===== config.mk =====
export PLATFORM = sky130hd
export DESIGN_NAME = zqodt_ctrl
export DESIGN_NICKNAME = d
export VERILOG_FILES = /design/src/logic/zqodt_pkg.sv /design/src/logic/zqodt_sync.sv /design/src/logic/zqodt_dline.sv /design/src/logic/zqodt_ctrl.sv
export SDC_FILE = /design/constraint.sdc
export NUM_CORES = 1
export LEC_CHECK = 0
export ABC_AREA = 1
export BUFFER_PORTS_ARGS = -buffer_cell sky130_fd_sc_hd__clkbuf_2
export CORE_ASPECT_RATIO = 0.6
export CORE_MARGIN = 2
export CORE_UTILIZATION = 55
export DETAILED_ROUTE_END_ITERATION = 8
export GPL_TIMING_DRIVEN = 0
export PLACE_DENSITY = 0.84
export SYNTH_ARGS = -nofsm -noshare
export SYNTH_HDL_FRONTEND = slang
export SYNTH_SLANG_ARGS = --single-unit

===== constraint.sdc =====
create_clock -name clk_in -period 4.51 [get_ports clk_in]
set_input_delay 0.902 -clock clk_in [delete_from_list [all_inputs] [get_ports clk_in]]
set_output_delay 0.902 -clock clk_in [all_outputs]
set_load 0.01 [all_outputs]

===== src/logic/zqodt_pkg.sv =====
// constants, register map and types for the zq calibration and odt control block
package zqodt_pkg;
   // ==========================================
   // register map (byte addresses)
   localparam logic [7:0] MODE_OFS = 8'h00;
   localparam logic [7:0] LAT_OFS = 8'h04;
   localparam logic [7:0] STAT_OFS = 8'h08;

   // ==========================================
   // mode register fields
   localparam int MODE_NOM_A2 = 0;
   localparam int MODE_NOM_A6 = 1;
   localparam int MODE_NOM_A9 = 2;
   localparam int MODE_WR_A9 = 3;
   localparam int MODE_WR_A10 = 4;
   localparam int MODE_TDQS_A11 = 5;
   localparam int MODE_PPD_A12 = 6;
   localparam int MODE_W = 7;
   localparam logic [6:0] MODE_RST = 7'h00;

   // ==========================================
   // latency register fields
   localparam int LAT_CWL_LSB = 0;
   localparam int LAT_AL_LSB = 4;
   localparam int LAT_FLD_W = 4;
   localparam logic [3:0] CWL_RST = 4'h5;
   localparam logic [3:0] AL_RST = 4'h0;
   localparam logic [4:0] ODTL_OFFSET = 5'h02;

   // ==========================================
   // status register fields
   localparam int STAT_BUSY = 0;
   localparam int STAT_FIRST = 1;
   localparam int STAT_TERM = 2;
   localparam int STAT_SYNC = 3;
   localparam int STAT_LONG = 4;
   localparam int STAT_CODE_LSB = 8;

   // ==========================================
   // calibration timing, in ck cycles
   localparam int ZQINIT_NCK = 512;
   localparam int ZQOPER_NCK = 256;
   localparam int ZQCS_NCK = 64;
   localparam int ZQ_CNT_W = 10;

   // ==========================================
   // impedance code
   localparam int CODE_W = 6;
   localparam logic [5:0] CODE_RST = 6'h20;
   localparam logic [5:0] CODE_MAX = 6'h3f;
   localparam int ODT_DEPTH = 32;
   localparam int TAP_W = 5;

   typedef enum logic [1:0] {
      ZQ_IDLE = 2'b00,
      ZQ_LONG = 2'b01,
      ZQ_SHORT = 2'b10
   } zqodt_cal_t;
endpackage


===== src/logic/zqodt_sync.sv =====
// two flip-flop synchroniser for pins entering the clk_in domain
module zqodt_sync #(
   parameter int W = 1
) (
   input wire logic clk_in, // system clock
   input wire logic rst_in, // async reset, high
   input wire logic [W-1:0] d_in, // asynchronous inputs
   output logic [W-1:0] q_out // synchronised outputs
);
   logic [W-1:0] meta_reg;

   always_ff @(posedge clk_in or posedge rst_in) begin
      if (rst_in) begin
         meta_reg <= '0;
         q_out <= '0;
      end else begin
         meta_reg <= d_in;
         q_out <= meta_reg;
      end
   end
endmodule


===== src/logic/zqodt_dline.sv =====
// odt delay line stepped once per ck rising edge, with selectable tap
module zqodt_dline #(
   parameter int DEPTH = 32,
   parameter int TW = 5
) (
   input wire logic clk_in, // system clock
   input wire logic rst_in, // async reset, high
   input wire logic step_in, // ck rising edge pulse
   input wire logic d_in, // odt as registered at the edge
   input wire logic [TW-1:0] tap_in, // delay in ck cycles
   output logic q_out // delayed odt
);
   logic [DEPTH-1:0] line_reg;

   // line_reg[i] holds the value registered i edges ago
   always_ff @(posedge clk_in or posedge rst_in) begin
      if (rst_in) begin
         line_reg <= '0;
      end else if (step_in) begin
         line_reg <= {line_reg[DEPTH-2:0], d_in};
      end
   end

   assign q_out = line_reg[tap_in];
endmodule


===== src/logic/zqodt_ctrl.sv =====
// zq calibration engine and synchronous on-die termination control with apb registers
// What this block does and what its controller must do
// [RULE1] long calibration runs engine, loads codes
// [RULE2] first long calibration gets initialization period
// [RULE3] later long calibrations get operational period
// [RULE4] short calibration finishes within short period
// [RULE5] controller keeps channel idle during calibration
// [RULE6] controller precharges all banks before calibration
// [RULE7] no self recalibration after self-refresh exit
// [RULE8] controller waits exit delay before calibration
// [RULE9] shared resistor calibrations never overlap
// [RULE10] cke high, data bus released during calibration
// [RULE11] termination held off during calibration; not enforced here, term_en_out ignores cal_busy
// [RULE12] self-refresh or mode disable ignores odt
// [RULE13] termination enabled by any rtt bit
// [RULE14] odt low off, high on unless disabled
// [RULE15] termination ignores read/write command decode
// [RULE16] terminate data pins, strobe pair if enabled
// [RULE17] synchronous timing whenever dll on, locked
// [RULE18] controller disables termination in dll-off mode
// [RULE19] termination follows odt after turn latencies
// [RULE20] latency equals cwl plus al minus two
// [RULE21] controller holds odt four cycles after assertion
// [RULE22] controller holds odt after write with odt
// [RULE23] hold after assertion or short write: four
// [RULE24] hold after long write: six cycles
// [RULE25] controller keeps cke high during calibration
// [RULE26] controller tracks first long calibration issued
//
// Design decisions made here: the APB slave port and the register offsets.
module zqodt_ctrl #(
   parameter int ZQINIT_NCK = zqodt_pkg::ZQINIT_NCK,
   parameter int ZQOPER_NCK = zqodt_pkg::ZQOPER_NCK,
   parameter int ZQCS_NCK = zqodt_pkg::ZQCS_NCK
) (
   input wire logic clk_in, // 100 mhz system clock
   input wire logic rst_in, // async reset, high
   // apb slave
   input wire logic psel, // apb select
   input wire logic penable, // apb access phase
   input wire logic pwrite, // apb write
   input wire logic [7:0] paddr, // apb byte address
   input wire logic [31:0] pwdata, // apb write data
   output logic [31:0] prdata, // apb read data
   output logic pready, // apb ready
   output logic pslverr, // apb error on unmapped address
   // dram pins
   input wire logic ck_in, // memory clock pin
   input wire logic cke_in, // clock enable pin
   input wire logic cs_n_in, // chip select, low
   input wire logic ras_n_in, // row strobe, low
   input wire logic cas_n_in, // column strobe, low
   input wire logic we_n_in, // write enable, low
   input wire logic a10_in, // address bit 10, long vs short
   input wire logic odt_in, // termination control pin
   input wire logic zq_cmp_in, // zq comparator, high when code too weak
   // device status from core logic
   input wire logic self_refresh_in, // device in self-refresh
   input wire logic dll_locked_in, // dll on and locked
   input wire logic banks_open_in, // any bank open
   // io control
   output logic zq_path_en_out, // zq current path enabled
   output logic [5:0] ron_code_out, // driver impedance code
   output logic [5:0] rtt_code_out, // termination impedance code
   output logic term_en_out, // termination on dq, dqs, dm
   output logic tdqs_term_en_out // termination on tdqs pair
);
   // ==========================================
   // pin synchronisers and ck edge detect
   logic [8:0] pin_sync;
   logic ck_s, cke_s, cs_n_s, ras_n_s, cas_n_s, we_n_s, a10_s, odt_s, cmp_s;
   logic ck_prev_reg;
   logic ck_rise;

   zqodt_sync #(.W(9)) u_sync (
      .clk_in(clk_in),
      .rst_in(rst_in),
      .d_in({ck_in, cke_in, cs_n_in, ras_n_in, cas_n_in, we_n_in, a10_in, odt_in, zq_cmp_in}),
      .q_out(pin_sync)
   );

   assign {ck_s, cke_s, cs_n_s, ras_n_s, cas_n_s, we_n_s, a10_s, odt_s, cmp_s} = pin_sync;

   always_ff @(posedge clk_in or posedge rst_in) begin
      if (rst_in) begin
         ck_prev_reg <= 1'b0;
      end else begin
         ck_prev_reg <= ck_s;
      end
   end

   assign ck_rise = ck_s & ~ck_prev_reg;

   // ==========================================
   // registers
   logic [zqodt_pkg::MODE_W-1:0] mode_reg;
   logic [3:0] cwl_reg;
   logic [3:0] al_reg;
   logic wr_en;
   logic rd_en;
   logic [31:0] stat_word;

   assign wr_en = psel & penable & pwrite;
   assign rd_en = psel & penable & ~pwrite;
   // zero wait states, every access ends in its first access cycle
   assign pready = 1'b1;

   always_ff @(posedge clk_in or posedge rst_in) begin
      if (rst_in) begin
         mode_reg <= zqodt_pkg::MODE_RST;
         cwl_reg <= zqodt_pkg::CWL_RST;
         al_reg <= zqodt_pkg::AL_RST;
      end else if (wr_en) begin
         if (paddr == zqodt_pkg::MODE_OFS) begin
            mode_reg <= pwdata[zqodt_pkg::MODE_W-1:0];
         end else if (paddr == zqodt_pkg::LAT_OFS) begin
            cwl_reg <= pwdata[zqodt_pkg::LAT_CWL_LSB +: zqodt_pkg::LAT_FLD_W];
            al_reg <= pwdata[zqodt_pkg::LAT_AL_LSB +: zqodt_pkg::LAT_FLD_W];
         end
      end
   end

   always_ff @(posedge clk_in or posedge rst_in) begin
      if (rst_in) begin
         prdata <= 32'h0000_0000;
         pslverr <= 1'b0;
      end else if (psel & ~penable) begin
         prdata <= 32'h0000_0000;
         pslverr <= 1'b0;
         if (paddr == zqodt_pkg::MODE_OFS) begin
            prdata <= {25'h0, mode_reg};
         end else if (paddr == zqodt_pkg::LAT_OFS) begin
            prdata <= {24'h000000, al_reg, cwl_reg};
         end else if (paddr == zqodt_pkg::STAT_OFS) begin
            prdata <= stat_word;
         end else begin
            pslverr <= 1'b1;
         end
      end
   end

   // ==========================================
   // registered command at each ck rising edge
   logic cmd_zq;

   // zq calibration: cs low, ras high, cas high, we low, and cke high
   assign cmd_zq = ck_rise & cke_s & ~cs_n_s & ras_n_s & cas_n_s & ~we_n_s;

   // ==========================================
   // calibration sequencer
   zqodt_pkg::zqodt_cal_t cal_state_reg;
   logic [zqodt_pkg::ZQ_CNT_W-1:0] cal_cnt_reg;
   logic first_done_reg;
   logic [5:0] code_reg;
   logic cal_busy;
   logic cal_last;

   assign cal_busy = (cal_state_reg != zqodt_pkg::ZQ_IDLE);
   assign cal_last = cal_busy & ck_rise & (cal_cnt_reg == '0);

   // commands arriving while busy are ignored; only a command starts a run
   always_ff @(posedge clk_in or posedge rst_in) begin
      if (rst_in) begin
         cal_state_reg <= zqodt_pkg::ZQ_IDLE;
         cal_cnt_reg <= '0;
      end else begin
         case (cal_state_reg)
            zqodt_pkg::ZQ_IDLE: begin
               if (cmd_zq & a10_s) begin
                  cal_state_reg <= zqodt_pkg::ZQ_LONG; // RULE1
                  if (!first_done_reg) begin
                     cal_cnt_reg <= zqodt_pkg::ZQ_CNT_W'(ZQINIT_NCK - 1); // RULE2
                  end else begin
                     cal_cnt_reg <= zqodt_pkg::ZQ_CNT_W'(ZQOPER_NCK - 1); // RULE3
                  end
               end else if (cmd_zq) begin
                  cal_state_reg <= zqodt_pkg::ZQ_SHORT;
                  cal_cnt_reg <= zqodt_pkg::ZQ_CNT_W'(ZQCS_NCK - 1); // RULE4
               end
            end
            zqodt_pkg::ZQ_LONG, zqodt_pkg::ZQ_SHORT: begin
               if (cal_last) begin
                  cal_state_reg <= zqodt_pkg::ZQ_IDLE;
               end else if (ck_rise) begin
                  cal_cnt_reg <= cal_cnt_reg - 1'b1;
               end
            end
            default: begin
               cal_state_reg <= zqodt_pkg::ZQ_IDLE;
            end
         endcase
      end
   end

   // the init period belongs only to the first long run after reset
   always_ff @(posedge clk_in or posedge rst_in) begin
      if (rst_in) begin
         first_done_reg <= 1'b0;
      end else if ((cal_state_reg == zqodt_pkg::ZQ_LONG) & cal_last) begin
         first_done_reg <= 1'b1; // RULE2
      end
   end

   // ==========================================
   // calibration engine: one code step per ck cycle toward the reference
   always_ff @(posedge clk_in or posedge rst_in) begin
      if (rst_in) begin
         code_reg <= zqodt_pkg::CODE_RST;
      end else if (cal_busy & ck_rise) begin
         if (cmp_s & (code_reg != zqodt_pkg::CODE_MAX)) begin
            code_reg <= code_reg + 1'b1; // RULE1
         end else if (~cmp_s & (code_reg != '0)) begin
            code_reg <= code_reg - 1'b1; // RULE1
         end
      end
   end

   // codes reach the io only at the end of a run; self-refresh exit does nothing
   always_ff @(posedge clk_in or posedge rst_in) begin
      if (rst_in) begin
         ron_code_out <= zqodt_pkg::CODE_RST;
         rtt_code_out <= zqodt_pkg::CODE_RST;
      end else if (cal_last) begin
         ron_code_out <= code_reg; // RULE1 RULE7
         rtt_code_out <= code_reg; // RULE1
      end
   end

   // zq current path only while calibrating
   always_ff @(posedge clk_in or posedge rst_in) begin
      if (rst_in) begin
         zq_path_en_out <= 1'b0;
      end else begin
         zq_path_en_out <= cal_busy & ~cal_last;
      end
   end

   // ==========================================
   // power-down tracking
   logic pd_reg;
   // inverted cke as registered at the last ck edge, high while cke was low

   always_ff @(posedge clk_in or posedge rst_in) begin
      if (rst_in) begin
         pd_reg <= 1'b0;
      end else if (ck_rise) begin
         pd_reg <= ~cke_s;
      end
   end

   // ==========================================
   // termination control
   logic rtt_enabled;
   logic sync_mode;
   logic [4:0] lat_sum;
   logic [4:0] odt_tap;
   logic odt_delayed;

   assign rtt_enabled = mode_reg[zqodt_pkg::MODE_NOM_A9] | mode_reg[zqodt_pkg::MODE_NOM_A6] |
                        mode_reg[zqodt_pkg::MODE_NOM_A2] | mode_reg[zqodt_pkg::MODE_WR_A10] |
                        mode_reg[zqodt_pkg::MODE_WR_A9]; // RULE13

   // precharge power-down drops the dll unless the a12 bit keeps it
   assign sync_mode = dll_locked_in & ~self_refresh_in &
                      ~(pd_reg & ~banks_open_in & ~mode_reg[zqodt_pkg::MODE_PPD_A12]); // RULE17

   assign lat_sum = {1'b0, cwl_reg} + {1'b0, al_reg};
   // sums of two or less give no delay
   assign odt_tap = (lat_sum > zqodt_pkg::ODTL_OFFSET) ? (lat_sum - zqodt_pkg::ODTL_OFFSET) : 5'h00; // RULE20

   // pin only, no command decode feeds the line
   zqodt_dline #(.DEPTH(zqodt_pkg::ODT_DEPTH), .TW(zqodt_pkg::TAP_W)) u_dline (
      .clk_in(clk_in),
      .rst_in(rst_in),
      .step_in(ck_rise),
      .d_in(odt_s), // RULE15
      .tap_in(odt_tap), // RULE19
      .q_out(odt_delayed)
   );

   always_ff @(posedge clk_in or posedge rst_in) begin
      if (rst_in) begin
         term_en_out <= 1'b0;
         tdqs_term_en_out <= 1'b0;
      end else begin
         term_en_out <= odt_delayed & rtt_enabled & sync_mode; // RULE12 RULE14 RULE19
         tdqs_term_en_out <= odt_delayed & rtt_enabled & sync_mode &
                             mode_reg[zqodt_pkg::MODE_TDQS_A11]; // RULE16
      end
   end

   // ==========================================
   // status word
   // read only, writes to it are dropped without error
   always_comb begin
      stat_word = 32'h0000_0000;
      stat_word[zqodt_pkg::STAT_BUSY] = cal_busy;
      stat_word[zqodt_pkg::STAT_FIRST] = first_done_reg;
      stat_word[zqodt_pkg::STAT_TERM] = term_en_out;
      stat_word[zqodt_pkg::STAT_SYNC] = sync_mode;
      stat_word[zqodt_pkg::STAT_LONG] = (cal_state_reg == zqodt_pkg::ZQ_LONG);
      stat_word[zqodt_pkg::STAT_CODE_LSB +: zqodt_pkg::CODE_W] = ron_code_out;
   end
endmodule


==> results of run 1 <==
==> synthesized netlist by cell type, drive strengths merged (6+ instances only) <==
cell and number:
a21oi 15, nor2 31, o21ai 51, nand4 14, buf 31, ha 12, dfrtp 106, nor3 6
xor2 7, inv 68, nand2 204, clkbuf 13, nand3 46
==> metrics by stage <==
step / total power, mW / std cells
finish: 2.683 / 867
global route: 2.834 / 867
CTS: 2.688 / 867
detailed placement: 1.931 / 851
global placement: 1.876 / 850
floorplan: 1.723 / 653
==> how the worst max path moves through the flow <==
| stage | depth (start not counted) | end | from | slack [ns] |
|---|---|---|---|---|
| global placement | 2 | prdata[10]$_DFFE_PP0P_ | rst_in | -0.29 |
| floorplan | 1 | al_reg[0]$_DFFE_PP0P_ | rst_in | 0.71 |
| global route | 17 | tdqs_term_en_out$_DFF_PP0_ | al_reg[0]$_DFFE_PP0P_ | 1.19 |
| detailed placement | 17 | tdqs_term_en_out$_DFF_PP0_ | al_reg[0]$_DFFE_PP0P_ | 1.48 |
| CTS | 17 | tdqs_term_en_out$_DFF_PP0_ | al_reg[0]$_DFFE_PP0P_ | 1.44 |
| finish | 17 | tdqs_term_en_out$_DFF_PP0_ | al_reg[0]$_DFFE_PP0P_ | 1.40 |
==> critical path: stages (launching register included) <==
cell	delay, ns
dfrtp_1	0.41
ha_1	0.24
fa_1	0.45
xnor2_2	0.32
ha_1	0.25
inv_1	0.06
nor2_1	0.20
nand2_4	0.11
nand3_4	0.15
buf_6	0.16
nand2_1	0.07
nand3_1	0.08
nand3_1	0.10
nand3_1	0.10
nand2_1	0.08
nand2_1	0.08
nand3_2	0.08
nor2_2	0.08
==> logic make-up after synthesis <==
family | count (synthesis)
adders and majority gates | 14
and+or+nand+nor | 310
other | 2
DFF | 110
buffers and inverters | 113
xor gates and xnor gates | 8
muxes | 1
AOI/OAI and AO/OA | 78
==> final cells by class <==
type                    count  area [µm²]
multi-input cells         430        2193
clock inverters             7       58.81
clock buffers               9       225.2
well taps                 135       168.9
repair buffers             63       337.8
inverters                  69       261.5
plain buffers              44       279.0
fillers                   793        3457
flip-flops and latches    110        2758
==> routing by layer <==
| metal | vias to the layer above | routed length [µm] | global-route usage |
|---|---|---|---|
| met3 | 20 | 925 | 0.05930 |
| li1 | 2176 | - | - |
| met4 | 0 | 183 | 0.06667 |
| met2 | 190 | 5483 | 0.3865 |
| met1 | 2158 | 5585 | 0.3312 |
| met5 | - | 0 | 0 |
==> power groups by stage <==
stage | clock (mW) | sequential, mW | combinational, mW
floorplan | 0 | 1.25 | 0.469
global placement | 0 | 1.26 | 0.615
detailed placement | 0 | 1.27 | 0.661
CTS | 0.769 | 1.25 | 0.667
global route | 0.811 | 1.27 | 0.750
finish | 0.758 | 1.26 | 0.669
==> out/metrics.cfg, run 1 <==
[place]
dp_hpwl_mm = 9.079
gp_congestion = 0.9522
placed_cell_area_um2 = 5998
pre_cts_slack_ns = 1.477
portBuffers = 62

[synth]
syn_area_um2 = 5425
synth_top_area_share = 0.4889
avgSynthCellArea_um2 = 8.530
ys.flop_type = dfrtp_1
yosys.cell_types.count = 45
yosysWarnings = 0
synthAdderAreaFrac = 0.03506
muxShareOfSynthArea = 0.002076
ys_ff_latch = 110
synth-edff-count = 0
synth_compound_area_frac = 0.07934
yosys.area_share.xor_xnor = 0.01430
ys_top_cells_by_area = dfrtp_1 (49%), nand2_1 (14%), o21ai_0 (4.7%), inv_1 (4.5%), nand3_1 (3.7%)
synthSimpleGateAreaFrac = 0.2604
ys_seq_area_frac = 0.5083
syn_inst = 636
async_flop_share = 1.000
synth_top_family_by_area = simple AND/OR/NAND/NOR gates
synth.largest_area_cell = dfrtp_1

[critical_path]
r2r_end = tdqs_term_en_out$_DFF_PP0_
cp-start-kind = flop
ff2ff_setup_slack_ns = 1.40
crit_arrival_ns = 3.40
critPathKind = reg2reg
crit_path_end_kind = flop
r2r_start = al_reg[0]$_DFFE_PP0P_
crit_fanout = 10
worstPathRequired_ns = 4.80
worstRegToRegCells = 17

[cells_and_area]
final_cell_mix = nand2_1 (201), dfrtp_1 (106), inv_1 (64)
mostFrequentLayoutCell = nand2_1
n_antenna_cell = 0
drive_gt1_frac = 0.1899
area_delta_synth_final_pct = 15.80
finalNetCount = 798
design_area_um2 = 6282
fin_util = 0.6450
largest_reg_flops = 32

[clocking]
post_cts_resized = 0
cts_tree = done
clock-root-buffer = clkbuf_16
numCtsBuffers = 9
path_clk_slew_ns = 0.07
insertion_delay_ns = 0.36
cts_hold_buf = 0
clockBufferDepth = 2
cts_setup_buffers = 0
clkSinkCount = 110
htreeDepth = 3

[sta]
tightest_slew_ns = 0.7317
maxSlewViolCount = 0
max_freq_mhz = 322.0
rsz0062_at_grt = false
finalCritPeriodShare = 0.6886
worst_slack_ns = 1.404
min_period_ns = 3.106
final-setup-viol-count = 0
fin_tns_setup_ns = 0
whs_ns = 0.3520
report.final.hold_viol_count = 0
skew_ns = 0.008276
slew_headroom = 0.5122

[min_path]
hold_path_end = u_sync.q_out[0]$_DFF_PP0_
hp-start = u_sync.meta_reg[0]$_DFF_PP0_
hold_path.class = reg2reg
hold_depth = 0

[pwr]
clock_power_share = 0.282
internal-power_mw = 1.776
p_sw_uw = 907.2
leakage_nw = 3.271
p_sw_frac = 0.3381
powerDensity_nw_per_um2 = 427.1
pwr-share-comb = 0.249
pwr-share-seq = 0.468
ir_drop_mv = 0.2704

[global_route]
grt_max_degree = 59
grt-ovfl-total = 0
antenna_found_initial = 0
grt_use_total = 0.2402
grt_pass1_wl_mm = 20.18
grt_pass1_vias = 4246

[detailed_routing]
first_iter_violations = 421
vias = 4544
drt_wl_total_mm = 12.18
routedWlPerCell_um = 14.05
dr.pass1.iters = 5
avgViaCountPerCell = 5.241
drc_errors = 0
ant_nets = 0

[floorplan]
pin_count = 106
rows = 28
dieArea_um2 = 10700
die_w_um = 132.2
fp.dieH_um = 80.93
coreArea_um2 = 9739
start_util = 0.5570

[status]
status = complete, no violations

[run]
max-cap-violations = 0

(Power assumes the default switching activity.)
==> run 2, diff against run 1 <==
CORE_UTILIZATION = 50   (was 55)
PLACE_DENSITY = 0.8   (was 0.84)
clock period = 2.5 ns   (was 4.51 ns; I/O delays follow)
==> out/metrics.cfg, run 2 (synthesis gave the netlist of run 1 again) <==
[detailed_routing]
drt_wl_total_mm = 13.08  ; was 12.18 mm
avgViaCountPerCell = 5.303  ; was 5.241
routedWlPerCell_um = 14.67  ; was 14.05 µm
ant_nets = 0  ; unchanged
first_iter_violations = 349  ; was 421
dr.pass1.iters = 5  ; unchanged
vias = 4730  ; was 4544
drc_errors = 0  ; unchanged

[cells_and_area]
finalNetCount = 819  ; was 798
n_antenna_cell = 0  ; unchanged
area_delta_synth_final_pct = 22.51  ; was 15.80%
fin_util = 0.6295  ; was 0.6450
fillers = 874  ; was 793
final_cell_mix = nand2_1 (191), dfrtp_1 (104), clkbuf_2 (62)  ; was nand2_1 (201), dfrtp_1 (106), inv_1 (64)
largest_reg_flops = 32  ; unchanged
mostFrequentLayoutCell = nand2_1  ; unchanged
drive_gt1_frac = 0.2550  ; was 0.1899
multiInputGateArea_um2 = 2350  ; was 2193 µm²
design_area_um2 = 6646  ; was 6282 µm²
seqCellArea_um2 = 2760  ; was 2758 µm²

[clocking]
cts_tree = done  ; unchanged
clkSinkCount = 110  ; unchanged
path_clk_slew_ns = 0.07  ; about the same
numCtsBuffers = 9  ; unchanged
clock-root-buffer = clkbuf_16  ; unchanged
insertion_delay_ns = 0.36  ; about the same
clockBufferDepth = 2  ; unchanged
htreeDepth = 3  ; unchanged

[sta]
maxSlewViolCount = 0  ; unchanged
max_freq_mhz = 370.2  ; was 322.0 MHz
finalCritPeriodShare = 1.080  ; was 0.6886
final-setup-viol-count = 2  ; was 0
rsz0062_at_grt = true  ; was false
skew_ns = 0.007820  ; was 0.008276 ns
slew_headroom = 0.4930  ; was 0.5122
worst_slack_ns = -0.2011  ; was 1.404 ns
tightest_slew_ns = 0.7605  ; was 0.7317 ns
report.final.hold_viol_count = 0  ; unchanged
min_period_ns = 2.701  ; was 3.106 ns

[floorplan]
pin_count = 106  ; unchanged
die_w_um = 138.5  ; was 132.2 µm
coreArea_um2 = 10560  ; was 9739 µm²
start_util = 0.5138  ; was 0.5570
dieArea_um2 = 11730  ; was 10700 µm²
fp.dieH_um = 84.69  ; was 80.93 µm
rows = 29  ; was 28

[global_route]
grt_use_total = 0.2316  ; was 0.2402
grt-ovfl-total = 0  ; unchanged
antenna_found_initial = 0  ; unchanged
grt_pass1_vias = 4524  ; was 4246
grt_pass1_wl_mm = 21.84  ; was 20.18 mm
grt_max_degree = 45  ; was 59

[place]
gp_congestion = 0.9420  ; was 0.9522
dp_hpwl_mm = 9.190  ; was 9.079 mm
portBuffers = 62  ; unchanged
placed_cell_area_um2 = 6025  ; was 5998 µm²

[critical_path]
critPathKind = reg2reg  ; unchanged
worstPathRequired_ns = 2.79  ; was 4.80 ns
crit_arrival_ns = 2.99  ; was 3.40 ns
cp-start-kind = flop  ; unchanged
crit_fanout = 6  ; was 10
worstRegToRegCells = 16  ; was 17
crit_path_end_kind = flop  ; unchanged

[run]
max-cap-violations = 0  ; unchanged

[pwr]
ir_drop_mv = 0.4712  ; was 0.2704 mV
leakage_nw = 3.397  ; was 3.271 nW
powerDensity_nw_per_um2 = 743.1  ; was 427.1 nW/µm²
design_power_total_mw = 4.939  ; was 2.683 mW

[min_path]
hold_path.class = in2async  ; was reg2reg

[status]
status = finished, violations left  ; was complete, no violations
violations = setup timing

[run 2: cell count changes in the layout (fill, tap and decap cells not counted), moves of 3 or more]
cell        delta
buf_4         +16
nand3_1       -12
nand2_1       -10
nand3_2       +10
nand2_2        +8
buf_6          +5
inv_1          -4
clkinvlp_4     +3
[run 2: final timing paths]
kind	start	to	slack (ns)
setup / recovery	al_reg[0]$_DFFE_PP0P_	tdqs_term_en_out$_DFF_PP0_	-0.20
hold / removal	rst_in	u_dline.line_reg[2]$_DFFE_PP0P_	0.18
setup reg to reg	al_reg[0]$_DFFE_PP0P_	tdqs_term_en_out$_DFF_PP0_	-0.20
hold reg to reg	u_sync.meta_reg[6]$_DFF_PP0_	u_sync.q_out[6]$_DFF_PP0_	0.35
max in group asynchronous	rst_in	cwl_reg[2]$_DFFE_PP1P_	1.37
min in group clk_in	we_n_in	u_sync.meta_reg[3]$_DFF_PP0_	0.24
[run 2: through the flow]
stage	hold WS (ns)	cells	setup WS [ns]	setup TNS, ns
after floorplan	0.3312	653	0.007898	0
after detailed placement	0.3347	856	-0.3744	-0.7245
after global placement	0.3342	854	-0.2821	-0.5308
after CTS	0.1867	883	-0.1571	-0.2861
after global routing	0.2234	892	-0.3303	-0.5843
final	0.1805	892	-0.2011	-0.3726
[run 2: where the power goes]
group          internal, mW  switching, mW
Clock                 0.691          0.695
Combinational         0.512          0.773
Sequential             2.05          0.222
Total                  3.25           1.69
[run 2: layer usage]
metal / track usage / share of wire
met5: 0 / 0
met4: 0.08627 / 0.020
met3: 0.05134 / 0.081
met2: 0.3600 / 0.45
met1: 0.3229 / 0.45
[run 2: what timing repair did]
action,in CTS,in global routing
pin swaps,12,18
hold buffers,0,0
hold endpoints to repair,0,0
buffers inserted,10,9
gates cloned,1,0
endpoints found under the setup margin,2,3
resized for setup,35,13
[run 2: critical path, stage by stage, from the launching register on]
cell and delay (ns):
dfrtp_1 0.41, ha_4 0.18, fa_2 0.56, inv_4 0.05, or2_4 0.23, nor2_4 0.10
nand3_4 0.15, nand3_4 0.16, buf_8 0.16, nand2_2 0.05, nand3_2 0.07, nand3_2 0.08
nand3_2 0.09, nand2_2 0.07, nand2_2 0.06, nand3_2 0.09, nor2_2 0.10
[run 2: cell type report]
type	count	area share
sequential	110	0.4153
multi-input combinational	430	0.3535
timing repair buffer	84	0.07756
buffer	44	0.04443
inverter	69	0.04047
clock buffer	9	0.03389
tap	139	0.02617
clock inverter	7	0.008660
==> run 3, diff against run 2 <==
CORE_UTILIZATION = 56   (was 50)
MAX_ROUTING_LAYER = met4   (was unset)
PLACE_DENSITY = 0.84   (was 0.8)
SYNTH_HIERARCHICAL = 1   (was unset)
clock period = 3 ns   (was 2.5 ns; I/O delays follow)
==> out/metrics.cfg, run 3 <==
[floorplan]
coreArea_um2 = 9915  ; was 10560 µm²
start_util = 0.5780  ; was 0.5138
pin_count = 106  ; unchanged
die_w_um = 134.6  ; was 138.5 µm
fp.dieH_um = 82.36  ; was 84.69 µm
rows = 28  ; was 29
dieArea_um2 = 11080  ; was 11730 µm²

[synth]
synth_top_area_share = 0.4629  ; was 0.4889
yosysWarnings = 6  ; was 0
ys_ff_latch = 110  ; unchanged
yosys.cell_types.count = 43  ; was 45
async_flop_share = 1.000  ; unchanged
ys_seq_area_frac = 0.4812  ; was 0.5083
syn_inst = 707  ; was 636
syn_area_um2 = 5730  ; was 5425 µm²
synth.most_common_cell = nand2_1  ; unchanged
ys.flop_type = dfrtp_1  ; unchanged
synth.largest_area_cell = dfrtp_1  ; unchanged
ys_top_cells_by_area = dfrtp_1 (46%), nand2_1 (13%), inv_1 (5.1%), nand3_1 (5.0%), nor2_1 (3.9%)  ; was dfrtp_1 (49%), nand2_1 (14%), o21ai_0 (4.7%), inv_1 (4.5%), nand3_1 (3.7%)
avgSynthCellArea_um2 = 8.105  ; was 8.530 µm²
synth-edff-count = 0  ; unchanged
ys_top_cells_by_count = nand2_1 (205), dfrtp_1 (106), inv_1 (78), nor2_1 (59), nand3_1 (57)  ; was nand2_1 (201), dfrtp_1 (106), inv_1 (65), o21ai_0 (51), nand3_1 (40)

[cells_and_area]
n_antenna_cell = 0  ; unchanged
area_delta_synth_final_pct = 20.55  ; was 22.51%
multiInputGateArea_um2 = 2534  ; was 2350 µm²
drive_gt1_frac = 0.2567  ; was 0.2550
finalNetCount = 885  ; was 819
seqCellArea_um2 = 2758  ; was 2760 µm²
final_cell_mix = nand2_1 (196), dfrtp_1 (106), inv_1 (76)  ; was nand2_1 (191), dfrtp_1 (104), clkbuf_2 (62)
design_area_um2 = 6908  ; was 6646 µm²
largest_reg_flops = 32  ; unchanged
mostFrequentLayoutCell = nand2_1  ; unchanged
fillers = 730  ; was 874

[place]
pre_cts_slack_ns = -0.4332  ; was -0.3744 ns
placed_cell_area_um2 = 6294  ; was 6025 µm²
portBuffers = 62  ; unchanged
gp_congestion = 0.9436  ; was 0.9420
dp_hpwl_mm = 9.888  ; was 9.190 mm

[detailed_routing]
drt_wl_total_mm = 13.68  ; was 13.08 mm
drc_errors = 0  ; unchanged
ant_nets = 0  ; unchanged
first_iter_violations = 473  ; was 349
avgViaCountPerCell = 5.280  ; was 5.303
routedWlPerCell_um = 14.36  ; was 14.67 µm
dr.pass1.iters = 6  ; was 5
vias = 5032  ; was 4730

[global_route]
grt_pass1_vias = 4670  ; was 4524
grt_pass1_wl_mm = 22.10  ; was 21.84 mm
grt_use_total = 0.2663  ; was 0.2316
grt_max_degree = 35  ; was 45
grt-ovfl-total = 0  ; unchanged
antenna_found_initial = 0  ; unchanged

[sta]
report.final.hold_viol_count = 0  ; unchanged
finalCritPeriodShare = 1.058  ; was 1.080
fin_tns_setup_ns = -0.2338  ; was -0.3726 ns
rsz0062_at_grt = true  ; unchanged
final-setup-viol-count = 2  ; unchanged
tightest_slew_ns = 0.6488  ; was 0.7605 ns
worst_slack_ns = -0.1744  ; was -0.2011 ns
skew_ns = 0.005216  ; was 0.007820 ns
max_freq_mhz = 315.0  ; was 370.2 MHz
whs_ns = 0.2343  ; was 0.1805 ns
min_period_ns = 3.174  ; was 2.701 ns
slew_headroom = 0.5670  ; was 0.4930
maxSlewViolCount = 0  ; unchanged

[status]
violations = setup timing  ; unchanged
status = finished, violations left  ; unchanged

[critical_path]
r2r_end = tdqs_term_en_out$_DFF_PP0_  ; unchanged
crit_path_end_kind = flop  ; unchanged
crit_arrival_ns = 3.47  ; was 2.99 ns
crit_fanout = 8  ; was 6
worstPathRequired_ns = 3.30  ; was 2.79 ns
worstRegToRegCells = 21  ; was 16
r2r_start = cwl_reg[0]$_DFFE_PP1P_  ; was al_reg[0]$_DFFE_PP0P_
critPathKind = reg2reg  ; unchanged
ff2ff_setup_slack_ns = -0.17  ; was -0.20 ns
cp-start-kind = flop  ; unchanged

[clocking]
path_clk_slew_ns = 0.07  ; about the same
clkSinkCount = 110  ; unchanged
htreeDepth = 3  ; unchanged
insertion_delay_ns = 0.36  ; about the same
cts_hold_buf = 0  ; unchanged
cts_tree = done  ; unchanged
numCtsBuffers = 9  ; unchanged
clock-root-buffer = clkbuf_16  ; unchanged
clockBufferDepth = 2  ; unchanged

[pwr]
internal-power_mw = 2.897  ; was 3.250 mW
ir_drop_mv = 0.5628  ; was 0.4712 mV
powerDensity_nw_per_um2 = 664.2  ; was 743.1 nW/µm²
p_sw_frac = 0.3685  ; was 0.3421
leakage_nw = 3.574  ; was 3.397 nW
pwr-share-seq = 0.433  ; was 0.459
design_power_total_mw = 4.588  ; was 4.939 mW
p_sw_mw = 1.690  ; was 1.689 mW
pwr-share-comb = 0.316  ; was 0.260
clock_power_share = 0.251  ; was 0.281

[run]
max-cap-violations = 0  ; unchanged

[min_path]
hold_path.class = in2async  ; unchanged

==> run 3: worst max-delay path: stages (launching register included) <==
cell and delay (ns):
dfstp_2 0.56, ha_4 0.13, inv_2 0.03, fa_2 0.38, o21ai_1 0.23, inv_1 0.12
nand4_1 0.13, nand2_2 0.08, buf_4 0.15, nor2_1 0.08, buf_4 0.14, inv_2 0.10
nand3_1 0.11, nand3_1 0.10, nand2_2 0.11, nand2_1 0.06, nand2_1 0.06, nand2_1 0.04
nand2_1 0.06, nand4_1 0.09, a31oi_1 0.20, and2_1 0.15
==> run 3: how the worst max path moves through the flow <==
stage | from | end | slack (ns) | cells past startpoint
floorplan | cwl_reg[0]$_DFFE_PP1P_ | tdqs_term_en_out$_DFF_PP0_ | 0.05 | 22
finish | cwl_reg[0]$_DFFE_PP1P_ | tdqs_term_en_out$_DFF_PP0_ | -0.17 | 21
detailed placement | cwl_reg[0]$_DFFE_PP1P_ | tdqs_term_en_out$_DFF_PP0_ | -0.43 | 22
global placement | cwl_reg[0]$_DFFE_PP1P_ | tdqs_term_en_out$_DFF_PP0_ | -0.34 | 22
global route | cwl_reg[0]$_DFFE_PP1P_ | tdqs_term_en_out$_DFF_PP0_ | -0.31 | 22
CTS | cwl_reg[0]$_DFFE_PP1P_ | tdqs_term_en_out$_DFF_PP0_ | -0.14 | 23
==> run 3: power by group through the flow <==
stage	clock (mW)	combinational, mW	sequential [mW]
6_report	1.15	1.45	1.99
5_1_grt	1.23	1.63	2.02
4_1_cts	1.17	1.42	1.98
3_5_place_dp	0	1.38	2.00
3_3_place_gp	0	1.30	1.98
2_1_floorplan	0	1.02	1.96
==> run 3: layout make-up <==
cell class | instances | area share
plain buffers | 41 | 0.04275
clock buffers | 11 | 0.03514
clock inverters | 5 | 0.006158
inverters | 87 | 0.04909
multi-input cells | 485 | 0.3668
flip-flops and latches | 110 | 0.3992
well taps | 135 | 0.02445
repair buffers | 79 | 0.07644
==> run 3: cells by family (layout without fill, tap and decap cells) <==
group | count (synthesis) | after routing | synth area share
XOR/XNOR | 5 | 5 | 0.007643
AND/OR/NAND/NOR | 362 | 362 | 0.2766
buffers and inverters | 129 | 223 | 0.1096
AO/OA/AOI/OAI | 84 | 84 | 0.08821
other | 2 | 19 | 0.001311
flip-flops | 110 | 110 | 0.4812
adder cells (fa/ha/maj) | 15 | 15 | 0.03537
==> run 3: routing by layer <==
metal	up-vias	wire, µm	global-route usage
met5	-	0	-
met4	0	221	0.08737
met3	27	1274	0.05739
met2	243	6103	0.4107
met1	2366	6083	0.3575
li1	2396	-	-
==> run 3: what timing repair did <==
item,CTS,global route
pin swaps,16,9
resized for setup,28,9
setup endpoints to repair,2,2
buffers inserted,13,1
cloned,1,0
==> run 3: through the flow <==
stage	std cells	util
detailed placement	922	0.6348
global route	953	0.6967
CTS	952	0.6887
global placement	921	0.6328
finish	953	0.6967
floorplan	724	-
